`config.mk`:
```
export PLATFORM = sky130hd
export DESIGN_NAME = eols_top
export DESIGN_NICKNAME = d
export VERILOG_FILES = /design/src/hw/eols_top.v /design/src/hw/eols_sync.v
export VERILOG_INCLUDE_DIRS = /design/src /design/src/hw
export SDC_FILE = /design/constraint.sdc
export NUM_CORES = 1
export LEC_CHECK = 0
export ABC_AREA = 0
export BUFFER_PORTS_ARGS = -buffer_cell sky130_fd_sc_hd__buf_2
export CAP_MARGIN = 20
export CORE_ASPECT_RATIO = 1.75
export CORE_UTILIZATION = 30
export CTS_BUF_LIST = sky130_fd_sc_hd__clkbuf_8 sky130_fd_sc_hd__clkbuf_16
export CTS_CLUSTER_SIZE = 12
export DETAILED_ROUTE_END_ITERATION = 6
export GPL_ROUTABILITY_DRIVEN = 0
export GPL_TIMING_DRIVEN = 0
export PLACE_DENSITY_LB_ADDON = 0.05
export SYNTH_ARGS = -nofsm -noshare
export SYNTH_HDL_FRONTEND = slang
export SYNTH_SLANG_ARGS = --single-unit
export TNS_END_PERCENT = 30
```
`constraint.sdc`:
```
create_clock -name mclk -period 10 [get_ports mclk]
set_input_delay 2 -clock mclk [delete_from_list [all_inputs] [get_ports mclk]]
set_output_delay 2 -clock mclk [all_outputs]
set_load 0.01 [all_outputs]
```
`src/hw/eols_regs.vh`:
```
// eols_regs.vh: constants for the end-of-line statistics trailer
// assumes: included by bare name from files under hw/
`ifndef EOLS_REGS_VH
`define EOLS_REGS_VH
`define EOLS_PAT_A 8'haa
`define EOLS_PAT_5 8'h55
`define EOLS_TRL_LEN 5'h14
`define EOLS_LOC_PAT1 5'h00
`define EOLS_LOC_PAT2 5'h01
`define EOLS_LOC_PAT3 5'h02
`define EOLS_LOC_CNT 5'h03
`define EOLS_LOC_SUM 5'h04
`define EOLS_LOC_ABV 5'h09
`define EOLS_LOC_BLW 5'h0c
`define EOLS_LOC_DIF 5'h0f
`define EOLS_SLICE_W 8
`define EOLS_CNT_W 4
`define EOLS_ACC_W 40
`define EOLS_CNT_ACC_W 24
`define EOLS_CNT_RST 4'h0
`endif

```
`src/hw/eols_top.v`:
```
// eols_top.v: appends a line-statistics trailer after each video line
// assumes: pixel stream and line valid are sampled on pix_clk rising edges;
// pix_clk is slow against mclk; config inputs are quasi-static
//
// Functional notes
// trailer enable input turns trailer on/off
// first three words aa, 55, aa
// line valid low through whole trailer
// word four low nibble line counter
// area mode puts row counter upper nibble
// words five-nine line sum, low slice first
// words ten-twelve above-threshold count, low first
// words thirteen-fifteen below-threshold count, low first
// words sixteen-twenty differential sum, low first
// only region-of-interest pixels are counted
// upper threshold twelve bits, 0 to 4095
// lower threshold twelve bits, 0 to 4095
// strict compares, absolute adjacent differences
// twenty words right after line, counters wrap
`timescale 1ns/1ns
`default_nettype none
`include "eols_regs.vh"
module eols_top #(
    parameter PIX_W = 12,
    parameter COL_W = 16
) (
    // clock and reset
    input wire mclk,
    input wire arst_n,
    // video in (pixel clock domain, sampled here)
    input wire pix_clk,
    input wire lval_in,
    input wire [PIX_W-1:0] pix_in,
    // configuration
    input wire trailer_en,
    input wire area_mode,
    input wire [PIX_W-1:0] thr_upper,
    input wire [PIX_W-1:0] thr_lower,
    input wire [COL_W-1:0] roi_first,
    input wire [COL_W-1:0] roi_last,
    // video out, one word per pixel clock edge
    output reg lval_out,
    output reg [PIX_W-1:0] pix_out,
    output reg word_stb
);
    // ************************************************
    // pixel clock edge detection
    // ************************************************
    wire pclk_s;
    reg pclk_q;
    eols_sync u_sync (
        .mclk(mclk),
        .arst_n(arst_n),
        .d(pix_clk),
        .q(pclk_s)
    );
    // config levels come from the control side's clock; two stages keep a
    // change from being seen half-way through a trailer decision
    wire trl_en_s;
    wire area_s;
    eols_sync u_sync_en (
        .mclk(mclk),
        .arst_n(arst_n),
        .d(trailer_en),
        .q(trl_en_s)
    );
    eols_sync u_sync_area (
        .mclk(mclk),
        .arst_n(arst_n),
        .d(area_mode),
        .q(area_s)
    );
    // data and lval are held stable around the pixel edge, so a two-stage
    // sample is enough; sampling them on the same delay keeps them aligned
    reg lval_m_q, lval_s_q;
    reg [PIX_W-1:0] pix_m_q, pix_s_q;
    always @(posedge mclk or negedge arst_n) begin
        if (!arst_n) begin
            pclk_q <= 1'b0;
            lval_m_q <= 1'b0;
            lval_s_q <= 1'b0;
            pix_m_q <= {PIX_W{1'b0}};
            pix_s_q <= {PIX_W{1'b0}};
        end else begin
            pclk_q <= pclk_s;
            lval_m_q <= lval_in;
            lval_s_q <= lval_m_q;
            pix_m_q <= pix_in;
            pix_s_q <= pix_m_q;
        end
    end
    wire pedge = pclk_s & ~pclk_q;

    // ************************************************
    // statistics accumulation
    // ************************************************
    reg lval_d1_q;
    reg [COL_W-1:0] col_q;
    reg [PIX_W-1:0] prev_q;
    reg have_prev_q;
    reg [`EOLS_ACC_W-1:0] sum_q, dif_q;
    reg [`EOLS_CNT_ACC_W-1:0] abv_q, blw_q;
    reg [`EOLS_CNT_W-1:0] line_cnt_q, row_cnt_q;
    reg busy_q;
    reg [4:0] idx_q;
    reg [`EOLS_ACC_W-1:0] sum_h_q, dif_h_q;
    reg [`EOLS_CNT_ACC_W-1:0] abv_h_q, blw_h_q;
    reg [7:0] cnt_word_q;

    wire in_roi = (col_q >= roi_first) && (col_q <= roi_last);
    wire [PIX_W-1:0] diff_abs = (pix_s_q >= prev_q) ? (pix_s_q - prev_q) : (prev_q - pix_s_q);
    wire line_end = lval_d1_q & ~lval_s_q;

    always @(posedge mclk or negedge arst_n) begin
        if (!arst_n) begin
            lval_d1_q <= 1'b0;
            col_q <= {COL_W{1'b0}};
            prev_q <= {PIX_W{1'b0}};
            have_prev_q <= 1'b0;
            sum_q <= {`EOLS_ACC_W{1'b0}};
            dif_q <= {`EOLS_ACC_W{1'b0}};
            abv_q <= {`EOLS_CNT_ACC_W{1'b0}};
            blw_q <= {`EOLS_CNT_ACC_W{1'b0}};
        end else if (pedge) begin
            lval_d1_q <= lval_s_q;
            if (lval_s_q) begin
                col_q <= col_q + {{(COL_W-1){1'b0}}, 1'b1};
                if (in_roi) begin
                    sum_q <= sum_q + {{(`EOLS_ACC_W-PIX_W){1'b0}}, pix_s_q};
                    if (pix_s_q > thr_upper)
                        abv_q <= abv_q + {{(`EOLS_CNT_ACC_W-1){1'b0}}, 1'b1};
                    if (pix_s_q < thr_lower)
                        blw_q <= blw_q + {{(`EOLS_CNT_ACC_W-1){1'b0}}, 1'b1};
                    if (have_prev_q)
                        dif_q <= dif_q + {{(`EOLS_ACC_W-PIX_W){1'b0}}, diff_abs};
                    prev_q <= pix_s_q;
                    have_prev_q <= 1'b1;
                end
            end else begin
                col_q <= {COL_W{1'b0}};
                have_prev_q <= 1'b0;
                if (line_end) begin
                    sum_q <= {`EOLS_ACC_W{1'b0}};
                    dif_q <= {`EOLS_ACC_W{1'b0}};
                    abv_q <= {`EOLS_CNT_ACC_W{1'b0}};
                    blw_q <= {`EOLS_CNT_ACC_W{1'b0}};
                end
            end
        end
    end

    // ************************************************
    // trailer sequencer
    // ************************************************
    // a new line arriving during the trailer is lost: the trailer owns the
    // 20 pixel clocks after lval falls, the sender must leave that gap
    // word 0 leaves on the line-end edge itself, so the sequencer walks 1..19
    always @(posedge mclk or negedge arst_n) begin
        if (!arst_n) begin
            busy_q <= 1'b0;
            idx_q <= 5'h00;
            line_cnt_q <= `EOLS_CNT_RST;
            row_cnt_q <= `EOLS_CNT_RST;
            sum_h_q <= {`EOLS_ACC_W{1'b0}};
            dif_h_q <= {`EOLS_ACC_W{1'b0}};
            abv_h_q <= {`EOLS_CNT_ACC_W{1'b0}};
            blw_h_q <= {`EOLS_CNT_ACC_W{1'b0}};
            cnt_word_q <= 8'h00;
        end else if (pedge) begin
            if (line_end) begin
                line_cnt_q <= line_cnt_q + 4'h1;
                row_cnt_q <= row_cnt_q + 4'h1;
                cnt_word_q <= {(area_s ? row_cnt_q : 4'h0), line_cnt_q};
                sum_h_q <= sum_q;
                dif_h_q <= dif_q;
                abv_h_q <= abv_q;
                blw_h_q <= blw_q;
                busy_q <= trl_en_s;
                idx_q <= `EOLS_LOC_PAT2;
            end else if (busy_q) begin
                if (idx_q == `EOLS_TRL_LEN - 5'h01)
                    busy_q <= 1'b0;
                idx_q <= idx_q + 5'h01;
            end
        end
    end

    // ************************************************
    // output word select
    // ************************************************
    reg [`EOLS_SLICE_W-1:0] word;
    always @* begin
        word = `EOLS_PAT_A;
        if (idx_q == `EOLS_LOC_PAT2)
            word = `EOLS_PAT_5;
        else if (idx_q == `EOLS_LOC_CNT)
            word = cnt_word_q;
        else if (idx_q >= `EOLS_LOC_DIF)
            word = dif_h_q[(idx_q - `EOLS_LOC_DIF) * `EOLS_SLICE_W +: `EOLS_SLICE_W];
        else if (idx_q >= `EOLS_LOC_BLW)
            word = blw_h_q[(idx_q - `EOLS_LOC_BLW) * `EOLS_SLICE_W +: `EOLS_SLICE_W];
        else if (idx_q >= `EOLS_LOC_ABV)
            word = abv_h_q[(idx_q - `EOLS_LOC_ABV) * `EOLS_SLICE_W +: `EOLS_SLICE_W];
        else if (idx_q >= `EOLS_LOC_SUM)
            word = sum_h_q[(idx_q - `EOLS_LOC_SUM) * `EOLS_SLICE_W +: `EOLS_SLICE_W];
    end

    always @(posedge mclk or negedge arst_n) begin
        if (!arst_n) begin
            lval_out <= 1'b0;
            pix_out <= {PIX_W{1'b0}};
            word_stb <= 1'b0;
        end else begin
            word_stb <= pedge;
            if (pedge) begin
                if (line_end && trl_en_s) begin
                    // first pattern word follows the last line word with no gap
                    lval_out <= 1'b0;
                    pix_out <= {{(PIX_W-`EOLS_SLICE_W){1'b0}}, `EOLS_PAT_A};
                end else if (busy_q) begin
                    lval_out <= 1'b0;
                    pix_out <= {{(PIX_W-`EOLS_SLICE_W){1'b0}}, word};
                end else begin
                    lval_out <= lval_s_q;
                    pix_out <= pix_s_q;
                end
            end
        end
    end
endmodule // eols_top
`default_nettype wire

```
`src/hw/eols_sync.v`:
```
// eols_sync.v: two-flip-flop synchroniser for a level from another domain
// assumes: destination clock mclk, async active-low reset
`timescale 1ns/1ns
`default_nettype none
module eols_sync (
    // clock and reset
    input wire mclk,
    input wire arst_n,
    // level in and out
    input wire d,
    output reg q
);
    reg meta_q;
    always @(posedge mclk or negedge arst_n) begin
        if (!arst_n) begin
            meta_q <= 1'b0;
            q <= 1'b0;
        end else begin
            meta_q <= d;
            q <= meta_q;
        end
    end
endmodule // eols_sync
`default_nettype wire

```
==> impl_metrics.ini <==
[run]
maxCapViolCount = 0

[clock_network]
ctsResizeCount = 0
insertion_delay_ps = 560
root_buffer = clkbuf_16
cts_hold_buf = 0
cts_setup_buffers = 0
tritoncts = done
cts_inserted_buffers = 41
clk_pin_slew_ps = 60
clock_sinks = 355
h-tree-depth = 2
cts_buffer_depth = 3

[detailed_routing]
avgViaCountPerCell = 5.18
firstDrtPassIters = 5
drt_iter0_drc = 1107
vias = 16700
wl_per_cell_microns = 23.1
totalWireLength_microns = 74200
drt.antenna.violating_nets = 0
drc = 0

[synthesis]
synth_common_cells = 537 x nand2_1, 355 x dfrtp_1, 159 x o21ai_0, 129 x nor2_1, 117 x ha_1
synthFlopType = dfrtp_1
yosys.area_share.simple = 0.216
synth_async_sr_flop_share = 1.00
seq_area_frac_synth = 0.451
ys_seq_elements = 355
synthCells = 2230
synth_top_cell_by_area = dfrtp_1
syn_area_sq_um = 19700
synth_edf_count = 0
avgSynthCellArea_sq_um = 8.84
synthesis.nets = 2425
synth_area_leaders = dfrtp_1 45%, nand2_1 10%, ha_1 7.4%
synth_compound_area_frac = 0.141
synth_top_area_frac = 0.451
yosys_warnings = 0
synth_xor_area_frac = 0.0413
synth_top_family_by_area = simple AND/OR/NAND/NOR gates
yosysMostFrequentCell = nand2_1
synth.distinct_cells = 78
yosys.area_share.adder = 0.0783
synth_mux_area_frac = 0.0298

[critical_path]
regToRegEndpoint = dif_q[18]
critPathLaunchType = flip-flop
cp-end-kind = flip-flop
rr_worst_depth = 21
regToRegSetupSlack_ps = 3480
critPathArrivalTime_ps = 6920
worstSetupStartpoint = pix_s_q[0]
required_ps = 10400
critPathKind = reg -> reg
reg2reg_from = pix_s_q[0]
worstSetupEndpoint = dif_q[18]
critPathMaxFanout = 10

[worst_hold_path]
hold_path_depth = 0
hold_path_class = reg -> reg
hp-start = pix_m_q[8]

[floorplanning]
die_area_sq_um = 66800
die_h_microns = 341
rows = 124
initial_core_util = 0.303
io_pins = 88
die_w_microns = 196
coreArea_sq_um = 65200

[layout]
syn_to_final_growth_pct = 14.9
multi_input_area_sq_um = 9970
drive_above_1_share = 0.0889
seqCellArea_sq_um = 8880
final_util = 0.348
antenna_cells = 0
final_cell_area_sq_um = 22700
fin_cells = 3216
final_nets = 2561
fillerInstances = 6776

[sta]
timing.slew.headroom = 0.242
final-hold-violation-count = 0
tightest_slew_ps = 1140
fin_worst_skew_ps = 17.9
rsz0062_at_grt = false
clock.fmax_mhz = 153
min_period_over_period = 0.652
min_period_ps = 6520
final_max_slew_viol_count = 0
setup_viol = 0
fin_ws_ps = 3480

[placed_design]
dp_hpwl_microns = 58100
placement.cell_area_sq_um = 21300
dpl_worst_slack_ps = 3500
portBuffers = 87
placed_cells = 3142

[global_routing]
grtUsageTotal = 0.225
grt_max_degree = 115
grt_pass1_wl_microns = 111000
grt_overflow = 0
grt_pass1_vias = 17500
antenna_found_initial = 2

[pwr]
power.leakage_uw = 0.0110
p_per_area_nw_per_um2 = 178
finalPower_uw = 4040
peakVddDrop_v = 0.000117

[status]
status = finished clean
-- registers in the layout (all words and copies together), names as in the netlist, 16 cells and up --
signal	count
blw_h_q	24
dif_q	40
col_q	16
sum_h_q	40
abv_h_q	24
blw_q	24
abv_q	24
dif_h_q	40
sum_q	40
-- area by class of cell --
cell class | count | area share
Sequential cell | 355 | 0.392
Inverter | 114 | 0.0189
Buffer | 105 | 0.0193
Multi-Input combinational cell | 1656 | 0.440
Tap cell | 819 | 0.0452
Clock inverter | 26 | 0.00911
Timing Repair Buffer | 93 | 0.0250
Clock buffer | 48 | 0.0505
-- per-stage QoR --
step | TNS, ps | hold slack [ps]
CTS | 0 | 343
finish | 0 | 339
global placement | -240680 | 333
floorplan | 0 | 331
global route | 0 | 354
detailed placement | 0 | 335
-- layer usage --
metal | share of wire | GRT usage | vias to the layer above
li1 | - | - | 7970
met1 | 0.35 | 0.221 | 8183
met2 | 0.56 | 0.451 | 369
met3 | 0.027 | 0.0244 | 145
met4 | 0.059 | 0.125 | 2
met5 | 0.00022 | 0 | -
-- layout by cell type, fill, tap and decap left out, types with 12 or more instances in the layout --
cell type / n
inv_1: 124
buf_2: 106
a21oi_1: 111
mux4_2: 13
a22o_1: 12
and3_1: 31
nand4_1: 50
xor2_1: 41
nor2_1: 129
dfrtp_1: 355
ha_1: 117
nand3_1: 80
clkbuf_16: 43
a21o_1: 20
a31oi_1: 22
xnor2_1: 52
or3_1: 19
o21ai_0: 159
o31ai_1: 25
and2_1: 13
mux2i_1: 26
nand2_1: 537
nor3_1: 30
clkbuf_1: 77
-- power breakdown --
part	switching [uW]	internal, uW
logic	555	295
registers	115	1540
clock network	645	894
-- critical path: stages, from the launching register on --
cell and delay (ps):
dfrtp_1 590, inv_1 220, ha_1 170, inv_1 60
fa_1 420, a21oi_1 290, o21ai_0 210, a311oi_1 490
o31ai_1 210, nand2_1 300, buf_2 320, mux2_2 400
fa_1 440, a21o_1 190, a21oi_1 260, o21ai_0 210
a221oi_1 450, nand2_1 280, clkbuf_1 330, and3_1 270
xnor2_1 160, nor2_1 60
-- worst min-delay path by stage --
stage	endpoint	slack, ps
5_1_grt	pix_s_q[3]	350
3_5_place_dp	pix_s_q[8]	330
6_report	pix_s_q[8]	340
3_3_place_gp	pix_s_q[10]	330
4_1_cts	pix_s_q[8]	340
2_1_floorplan	lval_s_q	330
-- cells by family after synthesis --
group / after synthesis
simple gates: 952
mux: 42
compound gates: 448
buf+inv: 219
flops: 355
xor+xnor: 93
fa+ha+maj: 121
Power figures use the tool's default switching activity.
